### config.mk
export PLATFORM = sky130hd
export DESIGN_NAME = ipar_regs
export DESIGN_NICKNAME = d
export VERILOG_FILES = /design/src/ipar_pkg.sv /design/src/ipar_sync.sv /design/src/ipar_regs.sv
export SDC_FILE = /design/constraint.sdc
export NUM_CORES = 1
export LEC_CHECK = 0
export BUFFER_PORTS_ARGS = -buffer_cell sky130_fd_sc_hd__buf_2
export CELL_PAD_IN_SITES_DETAIL_PLACEMENT = 1
export CELL_PAD_IN_SITES_GLOBAL_PLACEMENT = 2
export CORE_MARGIN = 5
export CORE_UTILIZATION = 35
export DETAILED_ROUTE_END_ITERATION = 16
export GPL_ROUTABILITY_DRIVEN = 0
export PLACE_DENSITY = 0.78
export RECOVER_POWER = 100
export SLEW_MARGIN = 40
export SYNTH_ARGS = -nofsm -noshare
export SYNTH_HDL_FRONTEND = slang
export SYNTH_HIERARCHICAL = 1
export SYNTH_SLANG_ARGS = --single-unit
### constraint.sdc
create_clock -name I_MCLK -period 3.5 [get_ports I_MCLK]
set_clock_uncertainty 0.2 [all_clocks]
set_input_delay 0.875 -clock I_MCLK [delete_from_list [all_inputs] [get_ports I_MCLK]]
set_output_delay 0.875 -clock I_MCLK [all_outputs]
set_load 0.05 [all_outputs]
### src/ipar_pkg.sv
// constants and carrier types for the init, power mode and alarm register bank
// assumes the serial frame is one read/write bit, a 15-bit address and 8 data bits
package ipar_pkg;

    // serial frame layout
    localparam int unsigned FRAME_BITS   = 24;           // whole frame length
    localparam int unsigned HEADER_BITS  = 16;           // command bit plus address
    localparam int unsigned ADDR_W       = 15;           // register address width
    localparam int unsigned DATA_W       = 8;            // register data width
    localparam int unsigned CMD_READ_POS = 23;           // command bit, 1 means read

    // register offsets
    localparam logic [14:0] OFS_STARTUP_DONE = 15'h0270; // startup_done_flags
    localparam logic [14:0] OFS_MODE_B       = 15'h029A; // power_mode_code_b
    localparam logic [14:0] OFS_MODE_C       = 15'h029B; // power_mode_code_c
    localparam logic [14:0] OFS_MODE_D       = 15'h029C; // power_mode_code_d
    localparam logic [14:0] OFS_ALARM_SUM    = 15'h02C0; // alarm_summary
    localparam logic [14:0] OFS_ALARM_FLAGS  = 15'h02C1; // alarm_sticky_flags

    // mode codes, reset value is the high-performance code
    localparam logic [7:0] MODE_B_LOW  = 8'h06;
    localparam logic [7:0] MODE_B_HIGH = 8'h0F;
    localparam logic [7:0] MODE_C_LOW  = 8'h00;
    localparam logic [7:0] MODE_C_HIGH = 8'h04;
    localparam logic [7:0] MODE_D_LOW  = 8'h14;
    localparam logic [7:0] MODE_D_HIGH = 8'h1B;

    // alarm flag layout
    localparam int unsigned ALARM_W          = 6;        // implemented flag bits 5:0
    localparam logic [5:0]  ALARM_FLAGS_RST  = 6'h3F;    // every flag set after reset
    localparam int unsigned POS_FIFO_FAULT   = 5;
    localparam int unsigned POS_PLL_UNLOCK   = 4;
    localparam int unsigned POS_LINK_DOWN    = 3;
    localparam int unsigned POS_REALIGN      = 2;
    localparam int unsigned POS_SPARE        = 1;        // reserved, set only by reset and soft reset
    localparam int unsigned POS_DIV_MISMATCH = 0;
    localparam logic [7:0]  SUMMARY_RST      = 8'h00;

    // default lane count feeding the fifo fault
    localparam int unsigned LANES_DEFAULT = 8;

    // alarm source events from the surrounding core, same clock
    typedef struct packed {
        logic serializer_pll_unlock;
        logic link_not_running;
        logic clock_realign_event;
        logic divider_mismatch;
    } ipar_alarm_evt_t;

    // one decoded register write
    typedef struct packed {
        logic              en;
        logic [ADDR_W-1:0] addr;
        logic [DATA_W-1:0] data;
    } ipar_wr_t;

endpackage : ipar_pkg

### src/ipar_sync.sv
// two flip-flop synchroniser bank for the serial interface pins
// assumes the inputs are asynchronous to i_clk; only stage two is used outside
`timescale 1ns/100ps
module ipar_sync #(
    parameter int unsigned WIDTH = 3,
    parameter logic [WIDTH-1:0] RST_VAL = '0
) (
    // clock and reset
    input  wire logic             i_clk,
    input  wire logic             i_rst,
    // raw and synchronised levels
    input  wire logic [WIDTH-1:0] i_async,
    output logic      [WIDTH-1:0] o_sync
);

    logic [WIDTH-1:0] stage1;       // metastable stage, read by stage two only
    logic [WIDTH-1:0] next_stage1;  // next value of stage one
    logic [WIDTH-1:0] next_sync;    // next value of stage two

    // next values
    always_comb begin
        next_stage1 = i_async;
        next_sync   = stage1;
    end

    // both stages share the reset constant so idle pins read inactive
    always_ff @(posedge i_clk or posedge i_rst) begin
        if (i_rst) begin
            stage1 <= RST_VAL;
            o_sync <= RST_VAL;
        end else begin
            stage1 <= next_stage1;
            o_sync <= next_sync;
        end
    end

endmodule : ipar_sync

### src/ipar_regs.sv
// init status, power mode code and alarm registers behind the serial port
// assumes pins are slow against I_MCLK (serial clock under a quarter of it)
// and that init, fifo and alarm sources run on I_MCLK
//
// Behaviour
// - init done drives bit 0, rest zero
// - mode b: 0x06 low, 0x0F high/reset
// - mode c: 0x00 low, 0x04 high/reset
// - mode d: 0x14 low, 0x1B high/reset
// - summary bit 0 is unmasked alarm OR
// - set mask bit removes alarm from summary
// - selected summary drives status output pin
// - alarm flags reset 0x3F, fixed bit layout
// - writing one clears flag, zero keeps
// - any active lane fifo fault sets flag
// - all flags set after reset; host clears
`timescale 1ns/100ps
module ipar_regs #(
    parameter int unsigned LANES = ipar_pkg::LANES_DEFAULT
) (
    // clock and reset
    input  wire logic                     I_MCLK,
    input  wire logic                     I_SYS_RST,
    input  wire logic                     i_SOFT_RESET,
    // serial register port pins
    input  wire logic                     i_SCLK,
    input  wire logic                     i_SCS_N,
    input  wire logic                     i_SDI,
    output logic                          o_SDO,
    output logic                          o_SDO_OE,
    // core status inputs
    input  wire logic                     i_INIT_DONE,
    input  wire logic [LANES-1:0]         i_LANE_ACTIVE,
    input  wire logic [LANES-1:0]         i_LANE_FIFO_UNDERFLOW,
    input  wire logic [LANES-1:0]         i_LANE_FIFO_OVERFLOW,
    input  wire ipar_pkg::ipar_alarm_evt_t i_ALARM_EVENTS,
    // alarm masking and pin routing
    input  wire logic [5:0]               i_ALARM_DISABLE_BITS,
    input  wire logic                     i_STATUS_PIN_SEL_ALARM,
    input  wire logic                     i_CAL_STATUS,
    output logic                          o_STATUS_OUTPUT_PIN,
    // mode codes toward the converter core
    output logic [7:0]                    o_MODE_CODE_B,
    output logic [7:0]                    o_MODE_CODE_C,
    output logic [7:0]                    o_MODE_CODE_D
);

    // synchronised pins: sclk, chip select, data in
    logic [2:0] pins_sync;
    logic       sclk_s;        // serial clock after two flops
    logic       csn_s;         // chip select after two flops
    logic       sdi_s;         // data in after two flops

    ipar_sync #(
        .WIDTH   (3),
        .RST_VAL (3'b010)
    ) ipar_sync_inst (
        .i_clk   (I_MCLK),
        .i_rst   (I_SYS_RST),
        .i_async ({i_SCLK, i_SCS_N, i_SDI}),
        .o_sync  (pins_sync)
    );

    assign sclk_s = pins_sync[2];
    assign csn_s  = pins_sync[1];
    assign sdi_s  = pins_sync[0];

    // frame phase of the serial port
    typedef enum logic [1:0] {IPAR_IDLE, IPAR_HEADER, IPAR_DATA} ipar_phase_t;

    // serial engine state
    ipar_phase_t phase;        // current frame phase
    ipar_phase_t next_phase;
    logic        sclk_d;       // last synchronised serial clock, for edges
    logic        next_sclk_d;
    logic [23:0] shift;        // incoming frame bits
    logic [23:0] next_shift;
    logic [4:0]  bit_cnt;      // rising edges seen in this frame
    logic [4:0]  next_bit_cnt;
    logic        is_read;      // frame is a read
    logic        next_is_read;
    logic [7:0]  sdo_shift;    // outgoing read data
    logic [7:0]  next_sdo_shift;
    logic        next_sdo;
    logic        next_sdo_oe;
    ipar_pkg::ipar_wr_t wr;    // write decoded this cycle

    // register bank state
    logic [7:0] mode_b;
    logic [7:0] mode_c;
    logic [7:0] mode_d;
    logic [7:0] next_mode_b;
    logic [7:0] next_mode_c;
    logic [7:0] next_mode_d;
    logic [5:0] flags;         // sticky alarm flags
    logic [5:0] next_flags;
    logic [5:0] set_evt;       // hardware set requests this cycle
    logic [5:0] clr_req;       // software clear requests this cycle
    logic       summary;       // unmasked alarm present
    logic       next_pin;

    // a code that is neither the low nor the high code is reserved
    function automatic logic code_legal(input logic [7:0] code,
                                        input logic [7:0] low,
                                        input logic [7:0] high);
        code_legal = (code == low) || (code == high);
    endfunction : code_legal

    // read mux; unmapped addresses read zero
    function automatic logic [7:0] read_value(input logic [14:0] addr,
                                              input logic [7:0]  mb,
                                              input logic [7:0]  mc,
                                              input logic [7:0]  md,
                                              input logic [5:0]  fl,
                                              input logic        sum,
                                              input logic        done);
        case (addr)
            ipar_pkg::OFS_STARTUP_DONE: read_value = {7'h00, done};
            ipar_pkg::OFS_MODE_B:       read_value = mb;
            ipar_pkg::OFS_MODE_C:       read_value = mc;
            ipar_pkg::OFS_MODE_D:       read_value = md;
            ipar_pkg::OFS_ALARM_SUM:    read_value = {7'h00, sum};
            ipar_pkg::OFS_ALARM_FLAGS:  read_value = {2'b00, fl};
            default:                    read_value = 8'h00;
        endcase
    endfunction : read_value

    // serial engine: sample on rising sclk, shift out on falling sclk
    always_comb begin
        next_phase     = phase;
        next_sclk_d    = sclk_s;
        next_shift     = shift;
        next_bit_cnt   = bit_cnt;
        next_is_read   = is_read;
        next_sdo_shift = sdo_shift;
        next_sdo       = o_SDO;
        next_sdo_oe    = 1'b0;
        wr             = '0;
        if (csn_s) begin
            // chip select released: abort any partial frame
            next_phase   = IPAR_IDLE;
            next_bit_cnt = 5'd0;
            next_is_read = 1'b0;
        end else begin
            case (phase)
                IPAR_IDLE: begin
                    next_phase = IPAR_HEADER;
                end
                IPAR_HEADER: begin
                    if (sclk_s && !sclk_d) begin
                        next_shift   = {shift[22:0], sdi_s};
                        next_bit_cnt = bit_cnt + 5'd1;
                        if (bit_cnt == 5'(ipar_pkg::HEADER_BITS - 1)) begin
                            // header complete: fetch read data now
                            next_phase     = IPAR_DATA;
                            next_is_read   = next_shift[ipar_pkg::HEADER_BITS-1];
                            next_sdo_shift = read_value(next_shift[14:0], mode_b,
                                                        mode_c, mode_d, flags,
                                                        summary, i_INIT_DONE);
                        end
                    end
                end
                IPAR_DATA: begin
                    next_sdo_oe = is_read;
                    if (!sclk_s && sclk_d && is_read) begin
                        next_sdo       = sdo_shift[7];
                        next_sdo_shift = {sdo_shift[6:0], 1'b0};
                    end
                    if (sclk_s && !sclk_d) begin
                        next_shift   = {shift[22:0], sdi_s};
                        next_bit_cnt = bit_cnt + 5'd1;
                        if (bit_cnt == 5'(ipar_pkg::FRAME_BITS - 1)) begin
                            next_phase = IPAR_IDLE;
                            next_sdo_oe = 1'b0;
                            wr.en   = !next_shift[ipar_pkg::CMD_READ_POS];
                            wr.addr = next_shift[22:8];
                            wr.data = next_shift[7:0];
                        end
                    end
                end
                default: begin
                    next_phase = IPAR_IDLE;
                end
            endcase
        end
    end

    // serial engine registers
    always_ff @(posedge I_MCLK or posedge I_SYS_RST) begin
        if (I_SYS_RST) begin
            phase     <= IPAR_IDLE;
            sclk_d    <= 1'b0;
            shift     <= 24'h00_0000;
            bit_cnt   <= 5'd0;
            is_read   <= 1'b0;
            sdo_shift <= 8'h00;
            o_SDO     <= 1'b0;
            o_SDO_OE  <= 1'b0;
        end else begin
            phase     <= next_phase;
            sclk_d    <= next_sclk_d;
            shift     <= next_shift;
            bit_cnt   <= next_bit_cnt;
            is_read   <= next_is_read;
            sdo_shift <= next_sdo_shift;
            o_SDO     <= next_sdo;
            o_SDO_OE  <= next_sdo_oe;
        end
    end

    // summary is a plain gate so a read sees the flags of that very cycle
    assign summary = |(flags & ~i_ALARM_DISABLE_BITS);

    // alarm sources; the reserved bit 1 is never set by hardware
    always_comb begin
        set_evt = '0;
        set_evt[ipar_pkg::POS_FIFO_FAULT] =
            |(i_LANE_ACTIVE & (i_LANE_FIFO_UNDERFLOW | i_LANE_FIFO_OVERFLOW));
        set_evt[ipar_pkg::POS_PLL_UNLOCK]   = i_ALARM_EVENTS.serializer_pll_unlock;
        set_evt[ipar_pkg::POS_LINK_DOWN]    = i_ALARM_EVENTS.link_not_running;
        set_evt[ipar_pkg::POS_REALIGN]      = i_ALARM_EVENTS.clock_realign_event;
        set_evt[ipar_pkg::POS_DIV_MISMATCH] = i_ALARM_EVENTS.divider_mismatch;
    end

    // register bank next values
    always_comb begin
        next_mode_b = mode_b;
        next_mode_c = mode_c;
        next_mode_d = mode_d;
        clr_req     = '0;
        if (wr.en) begin
            case (wr.addr)
                // reserved codes are dropped so the core never sees them
                ipar_pkg::OFS_MODE_B: begin
                    if (code_legal(wr.data, ipar_pkg::MODE_B_LOW,
                                   ipar_pkg::MODE_B_HIGH)) begin
                        next_mode_b = wr.data;
                    end
                end
                ipar_pkg::OFS_MODE_C: begin
                    if (code_legal(wr.data, ipar_pkg::MODE_C_LOW,
                                   ipar_pkg::MODE_C_HIGH)) begin
                        next_mode_c = wr.data;
                    end
                end
                ipar_pkg::OFS_MODE_D: begin
                    if (code_legal(wr.data, ipar_pkg::MODE_D_LOW,
                                   ipar_pkg::MODE_D_HIGH)) begin
                        next_mode_d = wr.data;
                    end
                end
                ipar_pkg::OFS_ALARM_FLAGS: begin
                    clr_req = wr.data[5:0];
                end
                default: begin
                    clr_req = '0;
                end
            endcase
        end
        // a hardware set in the same cycle as a clear wins
        next_flags = (flags & ~clr_req) | set_evt;
        if (i_SOFT_RESET) begin
            next_mode_b = ipar_pkg::MODE_B_HIGH;
            next_mode_c = ipar_pkg::MODE_C_HIGH;
            next_mode_d = ipar_pkg::MODE_D_HIGH;
            next_flags  = ipar_pkg::ALARM_FLAGS_RST;
        end
        next_pin = i_STATUS_PIN_SEL_ALARM ? summary : i_CAL_STATUS;
    end

    // register bank flops
    always_ff @(posedge I_MCLK or posedge I_SYS_RST) begin
        if (I_SYS_RST) begin
            mode_b              <= ipar_pkg::MODE_B_HIGH;
            mode_c              <= ipar_pkg::MODE_C_HIGH;
            mode_d              <= ipar_pkg::MODE_D_HIGH;
            flags               <= ipar_pkg::ALARM_FLAGS_RST;
            o_STATUS_OUTPUT_PIN <= 1'b0;
            o_MODE_CODE_B       <= ipar_pkg::MODE_B_HIGH;
            o_MODE_CODE_C       <= ipar_pkg::MODE_C_HIGH;
            o_MODE_CODE_D       <= ipar_pkg::MODE_D_HIGH;
        end else begin
            mode_b              <= next_mode_b;
            mode_c              <= next_mode_c;
            mode_d              <= next_mode_d;
            flags               <= next_flags;
            o_STATUS_OUTPUT_PIN <= next_pin;
            o_MODE_CODE_B       <= next_mode_b;
            o_MODE_CODE_C       <= next_mode_c;
            o_MODE_CODE_D       <= next_mode_d;
        end
    end
endmodule : ipar_regs

==> flow_summary.ini <==
[setup_path]
endpoint_kind = register
rrSetupSlack_ns = 0.66
timing.rr.start = shift[17]$_DFFE_PP0P_
cp-endpoint = mode_d[1]$_DFFE_PP1P_
cp_max_fo = 5
worstPathArrival_ns = 2.91
startpoint_type = register
worstSetupStartpoint = shift[17]$_DFFE_PP0P_
r2r.worst_path.cells = 5
worstSetupPathType = register to register
cp.required_ns = 3.58
r2r-end = mode_d[1]$_DFFE_PP1P_

[power]
ir_worst_vdd_mv = 0.326
p_leak_nw = 1.89
p_total_mw = 2.22
powerDensity_nw_per_um2 = 504

[synth]
synth_top_flop_cell = dfrtp_1
synth_area_per_cell_sq_um = 10.9
synthCells = 345
synth_cell_types = 49
yosysWarnings = 6
synth_nets = 394
yosysSeqAreaShare_pct = 53.1
synthArstFlopShare_pct = 100
synthesis.area_sq_um = 3760
ys_seq_elements = 79
synth-edff-count = 0

[final_layout]
fillCellCount = 1184
drive_above_1_share_pct = 24.4
diodes = 0
multi_input_comb_area_sq_um = 1660
layout.nets = 466
instances_no_fill = 558
syn2layout_area_growth_pct = 17.2
ff_latch_area_sq_um = 2000

[sta]
worst_pin_slew_ns = 1.28
finalCriticalPeriod_ns = 2.84
slew_viol_final = 0
setup_viol = 0
fmax_mhz = 353
hold_ws_ns = 0.157
tns_ns = 0
finalHoldViolCount = 0
slew_headroom_pct = 14.5
post-route-period-util_pct = 81.0
rsz0062_at_grt = false

[detailed_routing]
wl_per_cell_microns = 18.0
finalWirelength_microns = 10000
drcViolationCount = 0
first_iter_violations = 144
vias = 2999
viasPerCell = 5.37
firstDrtPassIters = 4
ant_nets = 0

[clock_tree]
clk_pin_slew_ns = 0.08
cts_setup_buffers = 0
clock_latency_ns = 0.37
postCtsHoldBufs = 0
cts-root-buf = clkbuf_8
htree_levels = 3
cts_buffers = 9
cts_buffer_depth = 2
cts_resized = 0
cts_tree = done
clkSinkCount = 79

[global_routing]
grt_pass1_vias = 3159
grt_max_degree = 52
track_usage_pct = 16.3
overflow = 0
antenna_found_initial = 0
grt_first_pass_wirelength_microns = 16500

[floorplan]
die_h_microns = 114
initial_core_util_pct = 36.1
die_w_microns = 114
rows = 37
die_area_sq_um = 12900
io_pins = 70
core_area_sq_um = 10400

[flow_run]
maxCapViolCount = 0

[placed_design]
port_buffers = 69
place_inst = 542
hpwl_microns = 7590

[min_path]
hp-start = ipar_sync_inst/next_sync[2]$_DFF_PP0_
min-delay-path-class = register to register

[outcome]
outcome = complete, no violations
-- worst min-delay path by stage --
stage	depth (start not counted)	end
6_report	0	ipar_sync_inst/o_sync[2]$_DFF_PP0_
2_1_floorplan	0	ipar_sync_inst/o_sync[0]$_DFF_PP0_
5_1_grt	0	ipar_sync_inst/o_sync[1]$_DFF_PP1_
4_1_cts	0	ipar_sync_inst/o_sync[2]$_DFF_PP0_
3_5_place_dp	0	ipar_sync_inst/o_sync[2]$_DFF_PP0_
3_3_place_gp	0	ipar_sync_inst/o_sync[0]$_DFF_PP0_
-- cell usage in the layout, fill, tap and decap left out, drive strengths merged, types with 2 or more instances in the layout --
cell	count
dfrtp	62
buf	44
clkbuf	43
nor2	25
mux2	24
nand2	21
dfstp	17
a22oi	16
o21ai	13
inv	13
and2	13
nor3	10
a31oi	8
nand3	7
nand4	7
nor3b	7
a21oi	7
nor2b	6
nand2b	6
mux2i	6
ha	6
or3	5
a211o	5
and3	4
nor4	4
a311oi	3
o221ai	3
o22ai	3
and3b	3
nor4b	2
nand4b	2
a21o	2
o21a	2
a21boi	2
a22o	2
a211oi	2
xor2	2
clkinv	2
or4	2
nor4bb	2
-- stage by stage --
step	setup WS, ns	instance area [sq um]	utilization [%]
after floorplan	0.597	3760	-
after global placement	0.830	4280	41.1
after detailed placement	0.735	4290	41.2
after CTS	0.712	4470	42.9
after global routing	0.406	4410	42.3
final	0.664	4410	42.3
-- registers in the layout, summed over array words and instances (netlist names) --
register                  flops
flags                         6
mode_d                        8
o_STATUS_OUTPUT_PIN           1
sclk_d                        1
ipar_sync_inst/o_sync         3
mode_b                        8
phase                         2
sdo_shift                     8
is_read                       1
shift                        23
bit_cnt                       5
mode_c                        8
o_SDO                         1
o_SDO_OE                      1
ipar_sync_inst/next_sync      3
-- cells in the mapped netlist (2+ instances only) --
library cell	count	share of area, %
dfrtp_1	62	41
nor2_1	25	2.5
mux2_2	24	7.2
nand2_1	21	2.1
dfstp_2	17	12
a22oi_1	16	3.2
clkbuf_1	14	1.4
and2_1	13	2.2
inv_1	13	1.3
o21ai_0	13	1.7
nor3_1	10	1.3
a31oi_1	8	1.3
a21oi_1	7	0.93
nand3_1	7	0.93
nand4_1	7	1.2
nor3b_1	7	1.4
ha_1	6	2.0
mux2i_1	6	1.6
nand2b_1	6	1.0
nor2b_1	6	1.0
a211o_1	5	1.2
and3_1	4	0.67
or3_1	4	0.67
a311oi_1	3	0.70
and3b_1	3	0.70
nor4_1	3	0.50
o221ai_1	3	0.70
o22ai_1	3	0.50
a211oi_1	2	0.40
a21boi_0	2	0.40
a21o_1	2	0.40
a22o_1	2	0.47
nand4b_1	2	0.47
nor4bb_1	2	0.53
o21a_1	2	0.40
xor2_1	2	0.47
-- worst max-delay path, stage by stage (launching register included) --
cell and delay [ns]:
dfrtp_1 0.41, or4_1 0.53, or4_4 0.52, or3_1 0.45, nor4b_1 0.53, nor2_1 0.11
-- kinds of logic (layout without fill, tap and decap cells) --
kind of cell	after synthesis	in the layout	synth area share, %
adder cells (fa/ha/maj)	6	6	2.00
AO/OA/AOI/OAI	71	71	13.0
flip-flops	79	79	53.1
XOR/XNOR	3	3	0.698
buffers and inverters	27	104	2.69
multiplexers	30	30	8.78
AND/OR/NAND/NOR	129	129	19.7
-- power breakdown --
part	internal [mW]	leakage, nW	switching (mW)
Combinational	0.195	0.787	0.253
Clock	0.328	0.0904	0.331
Sequential	0.996	1.01	0.120
Total	1.52	1.89	0.704
-- routing by layer --
layer  global-route usage, %  vias up  routed length (microns)
li1                        -     1407                        -
met2                    25.8       58                     4810
met3                    4.56       19                      445
met1                    21.7     1515                     4550
met5                       0        -                        0
met4                    5.05        0                      227
-- area by class of cell --
| class | count | area share [%] |
|---|---|---|
| clock buffer | 12 | 3.06 |
| clock inverter | 4 | 1.08 |
| inverter | 13 | 1.11 |
| multi-input combinational | 239 | 37.7 |
| sequential | 79 | 45.3 |
| tap | 136 | 3.86 |
| timing repair buffer | 75 | 7.83 |
Note: power is estimated with default switching activity, not from simulation.
